**src/shared/crtc_vert_pkg.sv**
```systemverilog
// Constants shared by the vertical timing and panning block
package crtc_vert_pkg;

  // Indexed I/O port addresses (monochrome and colour decodes)
  localparam logic [15:0] MONO_INDEX_ADDR   = 16'h03b4;
  localparam logic [15:0] MONO_DATA_ADDR    = 16'h03b5;
  localparam logic [15:0] COLOR_INDEX_ADDR  = 16'h03d4;
  localparam logic [15:0] COLOR_DATA_ADDR   = 16'h03d5;

  // Register indices behind the data port
  localparam logic [7:0] IDX_VTOTAL_LOW     = 8'h06;
  localparam logic [7:0] IDX_VERT_OVERFLOW  = 8'h07;
  localparam logic [7:0] IDX_PRESET_ROW     = 8'h08;
  localparam logic [7:0] IDX_MAX_SCAN       = 8'h09;
  localparam logic [7:0] IDX_VSYNC_LOW      = 8'h10;
  localparam logic [7:0] IDX_VDISP_LOW      = 8'h12;
  localparam logic [7:0] IDX_VBLANK_LOW     = 8'h15;
  localparam logic [7:0] IDX_EXT_VTOTAL     = 8'h30;
  localparam logic [7:0] IDX_EXT_VDISP      = 8'h31;
  localparam logic [7:0] IDX_EXT_VSYNC      = 8'h32;
  localparam logic [7:0] IDX_EXT_VBLANK     = 8'h33;
  localparam logic [7:0] IDX_IO_CONTROL     = 8'h80;

  // Reset values
  localparam logic [7:0] RESET_BYTE         = 8'h00;
  localparam logic [3:0] RESET_NIBBLE       = 4'h0;

  // Field positions: io control, overflow, max scan line, preset row
  localparam int IOC_EXT_MODE_BIT           = 0;
  localparam int OV_VTOTAL_B8               = 0;
  localparam int OV_VDISP_B8                = 1;
  localparam int OV_VSYNC_B8                = 2;
  localparam int OV_VBLANK_B8               = 3;
  localparam int OV_VTOTAL_B9               = 5;
  localparam int OV_VDISP_B9                = 6;
  localparam int OV_VSYNC_B9                = 7;
  localparam int MS_VBLANK_B9               = 5;
  localparam int PR_BYTE_PAN_HI             = 6;
  localparam int PR_BYTE_PAN_LO             = 5;
  localparam int PR_ROW_HI                  = 4;
  localparam int PR_ROW_LO                  = 0;

  // Which vertical value each assembler slot builds
  localparam int SLOT_TOTAL                 = 0;
  localparam int SLOT_DISP_END              = 1;
  localparam int SLOT_BLANK                 = 2;
  localparam int SLOT_SYNC                  = 3;
  localparam int NUM_SLOTS                  = 4;

  // Widths and timing
  localparam int VT_WIDTH                   = 12;
  localparam int SHIFT_WIDTH                = 6;
  localparam logic [5:0] PIX_PER_BYTE_9     = 6'h09;
  localparam logic [5:0] PIX_PER_BYTE_8     = 6'h08;
  localparam logic [3:0] VSYNC_LINES        = 4'h2;

endpackage

```
**src/design/crtc_vertical_overflow_row_scan.sv**
```systemverilog
// Vertical timing, byte panning and preset row scan of the CRT controller
`timescale 1ns/100ps

// Function
// - Mode bit selects 10-bit or 12-bit values
// - Standard blank start: low, overflow3, maxscan5
// - Extended blank start upper nibble from extension
// - Standard sync start: low, overflow2, overflow7
// - Extended sync start upper nibble from extension
// - Standard display end: low, overflow1, overflow6
// - Extended display end upper nibble from extension
// - Standard total: low, overflow0, overflow5
// - Extended total upper nibble from extension
// - Line zero first active; blank, sync on match
// - Preset row scan bit 7 reads zero
// - Byte panning shifts image left 0-3 bytes
// - Shift steps nine or eight pixels per byte
// - Byte panning adds to fine pixel shift
// - Starting row scan picks first shown line
module crtc_vertical_overflow_row_scan
  import crtc_vert_pkg::*;
(
  // Clock and reset
  input  wire logic                   clk,
  input  wire logic                   reset,
  // Indexed I/O port, same clock domain
  input  wire logic [15:0]            io_addr,
  input  wire logic                   io_wr,
  input  wire logic                   io_rd,
  input  wire logic [7:0]             io_wdata,
  output logic      [7:0]             io_rdata_q,
  // Raster pacing and display mode from the rest of the controller
  input  wire logic                   line_strobe,
  input  wire logic                   nine_dot_text,
  input  wire logic [3:0]             fine_pixel_shift,
  // Vertical timing outputs
  output logic      [VT_WIDTH-1:0]    line_count_q,
  output logic                        vdisp_en_q,
  output logic                        vblank_q,
  output logic                        vsync_q,
  output logic                        frame_start_q,
  // Text row scan and panning outputs
  output logic      [4:0]             row_scan_q,
  output logic      [SHIFT_WIDTH-1:0] pixel_shift_q
);

  // Register file state
  logic [7:0] index_q,           index_d;           // Selected index
  logic [7:0] vtotal_low_reg_q,  vtotal_low_reg_d;  // Total low byte
  logic [7:0] vert_overflow_q,   vert_overflow_d;   // Overflow bits
  logic [6:0] preset_row_q,      preset_row_d;      // Row scan and pan
  logic [7:0] max_scan_line_q,   max_scan_line_d;   // Max scan line
  logic [7:0] vsync_low_q,       vsync_low_d;       // Sync start low
  logic [7:0] vdisp_low_q,       vdisp_low_d;       // Display end low
  logic [7:0] vblank_low_q,      vblank_low_d;      // Blank start low
  logic [3:0] ext_vtotal_q,      ext_vtotal_d;      // Total upper nibble
  logic [3:0] ext_vdisp_q,       ext_vdisp_d;       // Disp end nibble
  logic [3:0] ext_vsync_q,       ext_vsync_d;       // Sync upper nibble
  logic [3:0] ext_vblank_q,      ext_vblank_d;      // Blank nibble
  logic [7:0] io_control_q,      io_control_d;      // Mode select
  logic [7:0] io_rdata_d;                           // Next read data

  // Port decode
  logic       hit_index;                            // Index port access
  logic       hit_data;                             // Data port access
  logic [7:0] reg_rd_value;                         // Selected register

  // Assembled vertical values, one per slot
  logic [7:0]          slot_low  [NUM_SLOTS];
  logic [3:0]          slot_ext  [NUM_SLOTS];
  logic                slot_b8   [NUM_SLOTS];
  logic                slot_b9   [NUM_SLOTS];
  logic [VT_WIDTH-1:0] slot_value[NUM_SLOTS];
  logic                ext_mode;                    // 12-bit mode

  // Raster state
  logic [VT_WIDTH-1:0]    line_count_d;
  logic                   vdisp_en_d;
  logic                   vblank_d;
  logic                   vsync_d;
  logic                   frame_start_d;
  logic [3:0]             sync_left_q, sync_left_d; // Sync lines to go
  logic [4:0]             row_scan_d;
  logic [SHIFT_WIDTH-1:0] pixel_shift_d;
  logic [SHIFT_WIDTH-1:0] shift_calc;               // Panning sum

  // Both monochrome and colour decodes are honoured at once
  always_comb begin
    hit_index = (io_addr == MONO_INDEX_ADDR)
             || (io_addr == COLOR_INDEX_ADDR);
    hit_data  = (io_addr == MONO_DATA_ADDR)
             || (io_addr == COLOR_DATA_ADDR);
  end

  // Readback mux; unknown indices read as zero
  always_comb begin
    unique case (index_q)
      IDX_VTOTAL_LOW:    reg_rd_value = vtotal_low_reg_q;
      IDX_VERT_OVERFLOW: reg_rd_value = vert_overflow_q;
      IDX_PRESET_ROW:    reg_rd_value = {1'b0, preset_row_q};
      IDX_MAX_SCAN:      reg_rd_value = max_scan_line_q;
      IDX_VSYNC_LOW:     reg_rd_value = vsync_low_q;
      IDX_VDISP_LOW:     reg_rd_value = vdisp_low_q;
      IDX_VBLANK_LOW:    reg_rd_value = vblank_low_q;
      IDX_EXT_VTOTAL:    reg_rd_value = {4'h0, ext_vtotal_q};
      IDX_EXT_VDISP:     reg_rd_value = {4'h0, ext_vdisp_q};
      IDX_EXT_VSYNC:     reg_rd_value = {4'h0, ext_vsync_q};
      IDX_EXT_VBLANK:    reg_rd_value = {4'h0, ext_vblank_q};
      IDX_IO_CONTROL:    reg_rd_value = io_control_q;
      default:           reg_rd_value = RESET_BYTE;
    endcase
  end

  // Next values of the register file and the read data
  always_comb begin
    index_d          = index_q;
    vtotal_low_reg_d = vtotal_low_reg_q;
    vert_overflow_d  = vert_overflow_q;
    preset_row_d     = preset_row_q;
    max_scan_line_d  = max_scan_line_q;
    vsync_low_d      = vsync_low_q;
    vdisp_low_d      = vdisp_low_q;
    vblank_low_d     = vblank_low_q;
    ext_vtotal_d     = ext_vtotal_q;
    ext_vdisp_d      = ext_vdisp_q;
    ext_vsync_d      = ext_vsync_q;
    ext_vblank_d     = ext_vblank_q;
    io_control_d     = io_control_q;
    io_rdata_d       = io_rdata_q;
    // Index port write picks the register behind the data port
    if (io_wr && hit_index) begin
      index_d = io_wdata;
    end
    // Data port write lands in the selected register
    if (io_wr && hit_data) begin
      unique case (index_q)
        IDX_VTOTAL_LOW:    vtotal_low_reg_d = io_wdata;
        IDX_VERT_OVERFLOW: vert_overflow_d  = io_wdata;
        IDX_PRESET_ROW:    preset_row_d     = io_wdata[6:0];
        IDX_MAX_SCAN:      max_scan_line_d  = io_wdata;
        IDX_VSYNC_LOW:     vsync_low_d      = io_wdata;
        IDX_VDISP_LOW:     vdisp_low_d      = io_wdata;
        IDX_VBLANK_LOW:    vblank_low_d     = io_wdata;
        IDX_EXT_VTOTAL:    ext_vtotal_d     = io_wdata[3:0];
        IDX_EXT_VDISP:     ext_vdisp_d      = io_wdata[3:0];
        IDX_EXT_VSYNC:     ext_vsync_d      = io_wdata[3:0];
        IDX_EXT_VBLANK:    ext_vblank_d     = io_wdata[3:0];
        IDX_IO_CONTROL:    io_control_d     = io_wdata;
        // Writes to indices outside this block are dropped
        default:           io_control_d     = io_control_q;
      endcase
    end
    // Reads answer one cycle after the strobe
    if (io_rd && hit_index) begin
      io_rdata_d = index_q;
    end else if (io_rd && hit_data) begin
      io_rdata_d = reg_rd_value;
    end
  end

  // Register file flops
  always_ff @(posedge clk) begin
    if (reset) begin
      index_q          <= RESET_BYTE;
      vtotal_low_reg_q <= RESET_BYTE;
      vert_overflow_q  <= RESET_BYTE;
      preset_row_q     <= RESET_BYTE[6:0];
      max_scan_line_q  <= RESET_BYTE;
      vsync_low_q      <= RESET_BYTE;
      vdisp_low_q      <= RESET_BYTE;
      vblank_low_q     <= RESET_BYTE;
      ext_vtotal_q     <= RESET_NIBBLE;
      ext_vdisp_q      <= RESET_NIBBLE;
      ext_vsync_q      <= RESET_NIBBLE;
      ext_vblank_q     <= RESET_NIBBLE;
      io_control_q     <= RESET_BYTE;
      io_rdata_q       <= RESET_BYTE;
    end else begin
      index_q          <= index_d;
      vtotal_low_reg_q <= vtotal_low_reg_d;
      vert_overflow_q  <= vert_overflow_d;
      preset_row_q     <= preset_row_d;
      max_scan_line_q  <= max_scan_line_d;
      vsync_low_q      <= vsync_low_d;
      vdisp_low_q      <= vdisp_low_d;
      vblank_low_q     <= vblank_low_d;
      ext_vtotal_q     <= ext_vtotal_d;
      ext_vdisp_q      <= ext_vdisp_d;
      ext_vsync_q      <= ext_vsync_d;
      ext_vblank_q     <= ext_vblank_d;
      io_control_q     <= io_control_d;
      io_rdata_q       <= io_rdata_d;
    end
  end

  // Width of every vertical value follows the mode bit
  assign ext_mode = io_control_q[IOC_EXT_MODE_BIT];

  // Route the pieces of each vertical value to its assembler slot
  always_comb begin
    // Total
    slot_low[SLOT_TOTAL] = vtotal_low_reg_q;
    slot_ext[SLOT_TOTAL] = ext_vtotal_q;
    slot_b8[SLOT_TOTAL]  = vert_overflow_q[OV_VTOTAL_B8];
    slot_b9[SLOT_TOTAL]  = vert_overflow_q[OV_VTOTAL_B9];
    // Display enable end
    slot_low[SLOT_DISP_END] = vdisp_low_q;
    slot_ext[SLOT_DISP_END] = ext_vdisp_q;
    slot_b8[SLOT_DISP_END]  = vert_overflow_q[OV_VDISP_B8];
    slot_b9[SLOT_DISP_END]  = vert_overflow_q[OV_VDISP_B9];
    // Blanking start, bit 9 lives in the max scan line register
    slot_low[SLOT_BLANK] = vblank_low_q;
    slot_ext[SLOT_BLANK] = ext_vblank_q;
    slot_b8[SLOT_BLANK]  = vert_overflow_q[OV_VBLANK_B8];
    slot_b9[SLOT_BLANK]  = max_scan_line_q[MS_VBLANK_B9];
    // Sync start
    slot_low[SLOT_SYNC] = vsync_low_q;
    slot_ext[SLOT_SYNC] = ext_vsync_q;
    slot_b8[SLOT_SYNC]  = vert_overflow_q[OV_VSYNC_B8];
    slot_b9[SLOT_SYNC]  = vert_overflow_q[OV_VSYNC_B9];
  end

  // One assembler per vertical value; overflow ignored in 12-bit mode
  for (genvar s = 0; s < NUM_SLOTS; s++) begin : g_slot
    vt_field_assemble u_assemble (
      .low_bits (slot_low[s]),
      .ext_bits (slot_ext[s]),
      .ov_bit8  (slot_b8[s]),
      .ov_bit9  (slot_b9[s]),
      .ext_mode (ext_mode),
      .value    (slot_value[s])
    );
  end

  // Byte panning scaled by box width plus the fine shift
  pan_shift_calc u_pan (
    .byte_pan    (preset_row_q[PR_BYTE_PAN_HI:PR_BYTE_PAN_LO]),
    .nine_dot    (nine_dot_text),
    .fine_shift  (fine_pixel_shift),
    .total_shift (shift_calc)
  );

  // Raster next state: counter, compares, sync length, row scan
  always_comb begin
    line_count_d  = line_count_q;
    vdisp_en_d    = vdisp_en_q;
    vblank_d      = vblank_q;
    vsync_d       = vsync_q;
    sync_left_d   = sync_left_q;
    row_scan_d    = row_scan_q;
    frame_start_d = 1'b0;
    pixel_shift_d = shift_calc;
    if (line_strobe) begin
      if (line_count_q == slot_value[SLOT_TOTAL]) begin
        // Wrap after the total line; new frame starts at line zero
        line_count_d  = '0;
        frame_start_d = 1'b1;
        // Top text row may start part way into its box
        row_scan_d    = preset_row_q[PR_ROW_HI:PR_ROW_LO];
      end else begin
        line_count_d  = line_count_q + 1'b1;
        // Row scan wraps at the maximum scan line of a text row
        if (row_scan_q == max_scan_line_q[4:0]) begin
          row_scan_d = '0;
        end else begin
          row_scan_d = row_scan_q + 1'b1;
        end
      end
      // Active from line zero through the display end line
      vdisp_en_d = (line_count_d <= slot_value[SLOT_DISP_END]);
      // Blanking begins on the matching line and holds to the wrap
      if (line_count_d == slot_value[SLOT_BLANK]) begin
        vblank_d = 1'b1;
      end else if (frame_start_d) begin
        vblank_d = 1'b0;
      end
      // Sync begins on the matching line and runs a fixed count
      if (line_count_d == slot_value[SLOT_SYNC]) begin
        vsync_d     = 1'b1;
        sync_left_d = VSYNC_LINES - 4'h1;
      end else if (sync_left_q != 4'h0) begin
        sync_left_d = sync_left_q - 4'h1;
      end else begin
        vsync_d     = 1'b0;
      end
    end
  end

  // Raster flops; line zero is the first active line after reset
  always_ff @(posedge clk) begin
    if (reset) begin
      line_count_q  <= '0;
      vdisp_en_q    <= 1'b1;
      vblank_q      <= 1'b0;
      vsync_q       <= 1'b0;
      sync_left_q   <= 4'h0;
      frame_start_q <= 1'b0;
      row_scan_q    <= 5'h00;
      pixel_shift_q <= '0;
    end else begin
      line_count_q  <= line_count_d;
      vdisp_en_q    <= vdisp_en_d;
      vblank_q      <= vblank_d;
      vsync_q       <= vsync_d;
      sync_left_q   <= sync_left_d;
      frame_start_q <= frame_start_d;
      row_scan_q    <= row_scan_d;
      pixel_shift_q <= pixel_shift_d;
    end
  end

endmodule

```
**src/design/vt_field_assemble.sv**
```systemverilog
// Builds one 10-bit or 12-bit vertical timing value from its pieces
`timescale 1ns/100ps
module vt_field_assemble
  import crtc_vert_pkg::*;
(
  // Pieces of the value
  input  wire logic [7:0]          low_bits,
  input  wire logic [3:0]          ext_bits,
  input  wire logic                ov_bit8,
  input  wire logic                ov_bit9,
  // Mode select, 1 = extended 12-bit
  input  wire logic                ext_mode,
  // Assembled value
  output logic      [VT_WIDTH-1:0] value
);

  // Extended mode ignores the overflow bits entirely, so stale overflow
  // contents from a standard mode never leak into the upper nibble
  always_comb begin
    if (ext_mode) begin
      value = {ext_bits, low_bits};
    end else begin
      value = {2'b00, ov_bit9, ov_bit8, low_bits};
    end
  end

endmodule

```
**src/design/pan_shift_calc.sv**
```systemverilog
// Combines byte panning with the fine pixel shift into one pixel count
`timescale 1ns/100ps
module pan_shift_calc
  import crtc_vert_pkg::*;
(
  // Panning controls
  input  wire logic [1:0]             byte_pan,
  input  wire logic                   nine_dot,
  input  wire logic [3:0]             fine_shift,
  // Total left shift in pixels
  output logic      [SHIFT_WIDTH-1:0] total_shift
);

  // Width of one byte column on screen
  logic [SHIFT_WIDTH-1:0] byte_width;

  // Byte panning scales by the box width, then the fine shift adds on top
  always_comb begin
    byte_width  = nine_dot ? PIX_PER_BYTE_9 : PIX_PER_BYTE_8;
    total_shift = SHIFT_WIDTH'(byte_width * byte_pan)
                + SHIFT_WIDTH'(fine_shift);
  end

endmodule

```
**config.mk**
```make
export PLATFORM = sky130hd
export DESIGN_NAME = crtc_vertical_overflow_row_scan
export DESIGN_NICKNAME = d
export VERILOG_FILES = /design/src/shared/crtc_vert_pkg.sv /design/src/design/crtc_vertical_overflow_row_scan.sv /design/src/design/vt_field_assemble.sv /design/src/design/pan_shift_calc.sv
export SDC_FILE = /design/constraint.sdc
export NUM_CORES = 1
export LEC_CHECK = 0
export ABC_AREA = 1
export ABC_CLOCK_PERIOD_IN_PS = 4700
export BUFFER_PORTS_ARGS = -buffer_cell sky130_fd_sc_hd__buf_2
export CAP_MARGIN = 20
export CELL_PAD_IN_SITES_DETAIL_PLACEMENT = 1
export CELL_PAD_IN_SITES_GLOBAL_PLACEMENT = 2
export CORE_AREA = 2 2 142 144
export DETAILED_ROUTE_END_ITERATION = 6
export DIE_AREA = 0 0 144 146
export PLACE_DENSITY = 0.82
export RECOVER_POWER = 25
export SLEW_MARGIN = 20
export SYNTH_ARGS = -nofsm -noshare
export SYNTH_HDL_FRONTEND = slang
export SYNTH_SLANG_ARGS = --single-unit
```
**constraint.sdc**
```tcl
create_clock -name clk -period 4.7 [get_ports clk]
set_input_delay 0 -clock clk [delete_from_list [all_inputs] [get_ports clk]]
set_output_delay 0 -clock clk [all_outputs]
set_load 0.01 [all_outputs]
```
==> impl_metrics.yaml <==
floorplan:
  die_area_um2: 21020
  die_h_um: 146
  coreArea_um2: 19330
  rows: 51
  die_w_um: 144
  initial_core_util_pct: 35.89
  pin_count: 69
cts:
  ctsRootBufferMaster: "clkbuf_16"
  path_clk_slew_ns: 0.06
  htree_levels: 4
  clock_latency_ns: 0.43
  cts_inserted_buffers: 17
  cts_tree: "built"
  clockBufferDepth: 2
  clock-sinks: 126
setup_path:
  endpoint: "vdisp_en_q$_SDFFE_PP1P_"
  r2r-end: "vdisp_en_q$_SDFFE_PP1P_"
  cp_slowest_cell: "dfxtp_1"
  path_buf_inv: 2
  cp_cell_sequence: "inv_2 > o21ai_0 > nand3_1 > nor2_1 > nand2_2 > nand2_2 > inv_1 > ha_1 > a21oi_1 > nor2_1 > a211oi_1 > o21ai_0 > a21oi_1 > o21ai_0 > nand2_1"
  r2r-start: "io_control_q[0]$_SDFFE_PP0P_"
  end_kind: "register"
  crit_path_frequent_cell: "o21ai_0"
  crit_start: "io_control_q[0]$_SDFFE_PP0P_"
  path_class: "reg2reg"
  ff2ff_path_depth: 15
  worstPathMaxFanout: 29
  r2r_setup_slack_ns: 1.07
  max_stage_delay_ns: 0.78
  critPathRequiredTime_ns: 5.07
  cp.depth: 15
  path_delay_family: "simple AND/OR/NAND/NOR gates"
  cp.arrival_ns: 3.99
  start_kind: "register"
yosys:
  syn_nets: 1049
  synth-warning-count: 0
  postSynthAreaPerCell_um2: 6.988
  postSynthCellCount: 993
  synthTopCellsByArea: "dfxtp_1, nand2_1, inv_1, a211oi_1, nor2_1"
  synth_edf_count: 0
  ys_ff_latch: 126
  synth.yosys.seq_area_share_pct: 36.35
  synth_top_cell_by_area: "dfxtp_1"
  async_reset_ff_share_pct: 0
  netlist.area_leader.share_pct: 36.35
  ys_types: 41
  synth_area_um2: 6939
  synth_flop_cell: "dfxtp_1"
power:
  seqPwrFrac_pct: 40.7
  ir_worst_vdd_v: 0.0002520
  swShare_pct: 27.58
  power_switching_uw: 761.6
  powerDensity_nw_per_um2: 344.4
  internal_power_uw: 2000
  power_uw: 2761
  p_comb_share_pct: 11.4
  p_clk_share_pct: 48.0
  leakagePower_uw: 0.003262
global_route:
  grt_pass1_vias: 6984
  grt-ovfl-total: 0
  grt_use_total_pct: 24.49
  gr-usage-met2_pct: 39.74
  grt_max_degree: 92
  busiest_layer: "met2"
  grt_use_met3_pct: 3.620
  antenna_found_initial: 0
  grt_use_met1_pct: 33.40
  grt_pass1_wl_um: 39280
place:
  placed_cells: 1287
  routabilityCongestion: 0.8841
  place_ws_ns: 1.198
  portBuffers: 68
  dp_hpwl_um: 18300
detailed_routing:
  wl_um: 24540
  post-route-drc-count: 0
  drt_iter0_drc: 309
  postRouteAntennaNets: 0
  dr.pass1.iters: 7
  vias: 6841
  viasPerCell: 5.167
  wire_per_inst_um: 18.53
timing:
  worst_slack_ns: 1.071
  fmax_mhz: 275.6
  setup_viol_count_final: 0
  slew_headroom_pct: 30.62
  finalCritPeriodShare_pct: 77.21
  rsz0062_at_grt: "false"
  drv_slew: 0
  fin_tns_setup_ns: 0
  min_period_ns: 3.629
  hold_viol_final: 0
  worst_pin_slew_ns: 1.041
  skew_ns: 0.008115
  hold_ws_ns: 0.003324
final_layout:
  final_cell_mix: "nand2_1, inv_1, dfxtp_1"
  antenna_cells: 0
  area_delta_synth_final_pct: 15.56
  nets: 1102
  drive_above_1_share_pct: 9.348
  layout_commonest_cell: "nand2_1"
  final_cells: 1324
flow_run:
  cap_viol_max_count: 0
worst_hold_path:
  hold_class: "in2reg"
outcome:
  status: "finished, final reports clean"
-- metal layers --
metal,vias up,wire (µm)
met5,-,0
li1,3423,-
met3,35,835
met4,0,577
met1,3224,11770
met2,159,11350
-- worst min-delay path by stage --
| stage | start | endpoint | slack [ns] | cells after the start |
|---|---|---|---|---|
| after CTS | fine_pixel_shift[2] | pixel_shift_q[2]$_SDFF_PP0_ | 0.007 | 4 |
| after floorplan | io_wdata[0] | ext_vdisp_q[0]$_SDFFE_PP0P_ | 0.15 | 2 |
| after detailed placement | fine_pixel_shift[0] | pixel_shift_q[0]$_SDFF_PP0_ | 0.34 | 4 |
| after global placement | fine_pixel_shift[0] | pixel_shift_q[0]$_SDFF_PP0_ | 0.35 | 4 |
| after global routing | io_wdata[0] | max_scan_line_q[0]$_SDFFE_PP0P_ | 0.04 | 3 |
| final | nine_dot_text | pixel_shift_q[0]$_SDFF_PP0_ | 0.003 | 6 |
-- synthesized netlist by cell type, types with 2 or more instances --
master and number:
a221oi_1 5, o211ai_1 4, xnor2_1 3, nand2_2 10
inv_1 158, nor3_2 2, nor2_2 4, nand3_1 34
a21oi_1 65, nand2_1 161, nand3_2 3, o221ai_1 4
or2_2 4, ha_1 21, nor3_1 6, dfxtp_1 126
o22ai_1 26, nand4_1 13, nor4_1 13, buf_6 3
o21ai_0 53, buf_1 4, nand2_4 3, nor2_1 124
clkbuf_1 31, inv_2 6, a211oi_1 77, o41ai_1 2
xor2_1 15, o21ai_1 2
-- kinds of logic (layout without fill, tap and decap cells) --
logic type | after synthesis | count (layout) | share of synthesized area, %
fa+ha+maj | 22 | 22 | 4.075
buf+inv | 204 | 270 | 11.54
xor+xnor | 19 | 19 | 2.507
flops | 126 | 126 | 36.35
simple gates | 380 | 380 | 23.93
compound gates | 242 | 242 | 21.60
-- power by group through the flow --
stage	combinational [µW]	sequential, µW	clock, µW
after floorplan	218	1140	0
after global placement	312	1150	0
after detailed placement	315	1150	0
after CTS	321	1120	1340
after global routing	357	1130	1390
final	314	1120	1320
-- cell type report --
cell class / instances / area [µm²]
inverter: 164 / 615.6
clock inverter: 12 / 138.9
multi-input combinational: 663 / 3610
fill: 2513 / 11320
timing repair buffer: 74 / 354.1
clock buffer: 20 / 446.7
sequential: 126 / 2522
tap: 265 / 331.6
-- stage by stage --
stage	cell area (µm²)	utilization, %
2_1_floorplan	6939	-
3_3_place_gp	7433	38.45
3_5_place_dp	7433	38.45
4_1_cts	8069	41.73
5_1_grt	8019	41.47
6_report	8019	41.47
-- sequential cells by signal, indices dropped and copies added, names as in the netlist, 4 cells and up --
name / flops
sync_left_q: 4
index_q: 8
vdisp_low_q: 8
ext_vdisp_q: 4
max_scan_line_q: 8
vsync_low_q: 8
io_control_q: 8
pixel_shift_q: 6
row_scan_q: 5
ext_vblank_q: 4
io_rdata_q: 8
preset_row_q: 7
vblank_low_q: 8
ext_vtotal_q: 4
ext_vsync_q: 4
vtotal_low_reg_q: 8
vert_overflow_q: 8
line_count_q: 12
-- worst min-delay path, delay by kind of cell --
kind	cells	cell delay (ns)
buf+inv	3	0.17
simple gates	2	0.12
fa+ha+maj	1	0.11
-- what timing repair did --
action	in CTS	in global routing
endpoints found under the hold margin	20	0
resized for setup	0	0
hold buffers	5	0
setup buffers	0	0
(Power assumes the default switching activity.)
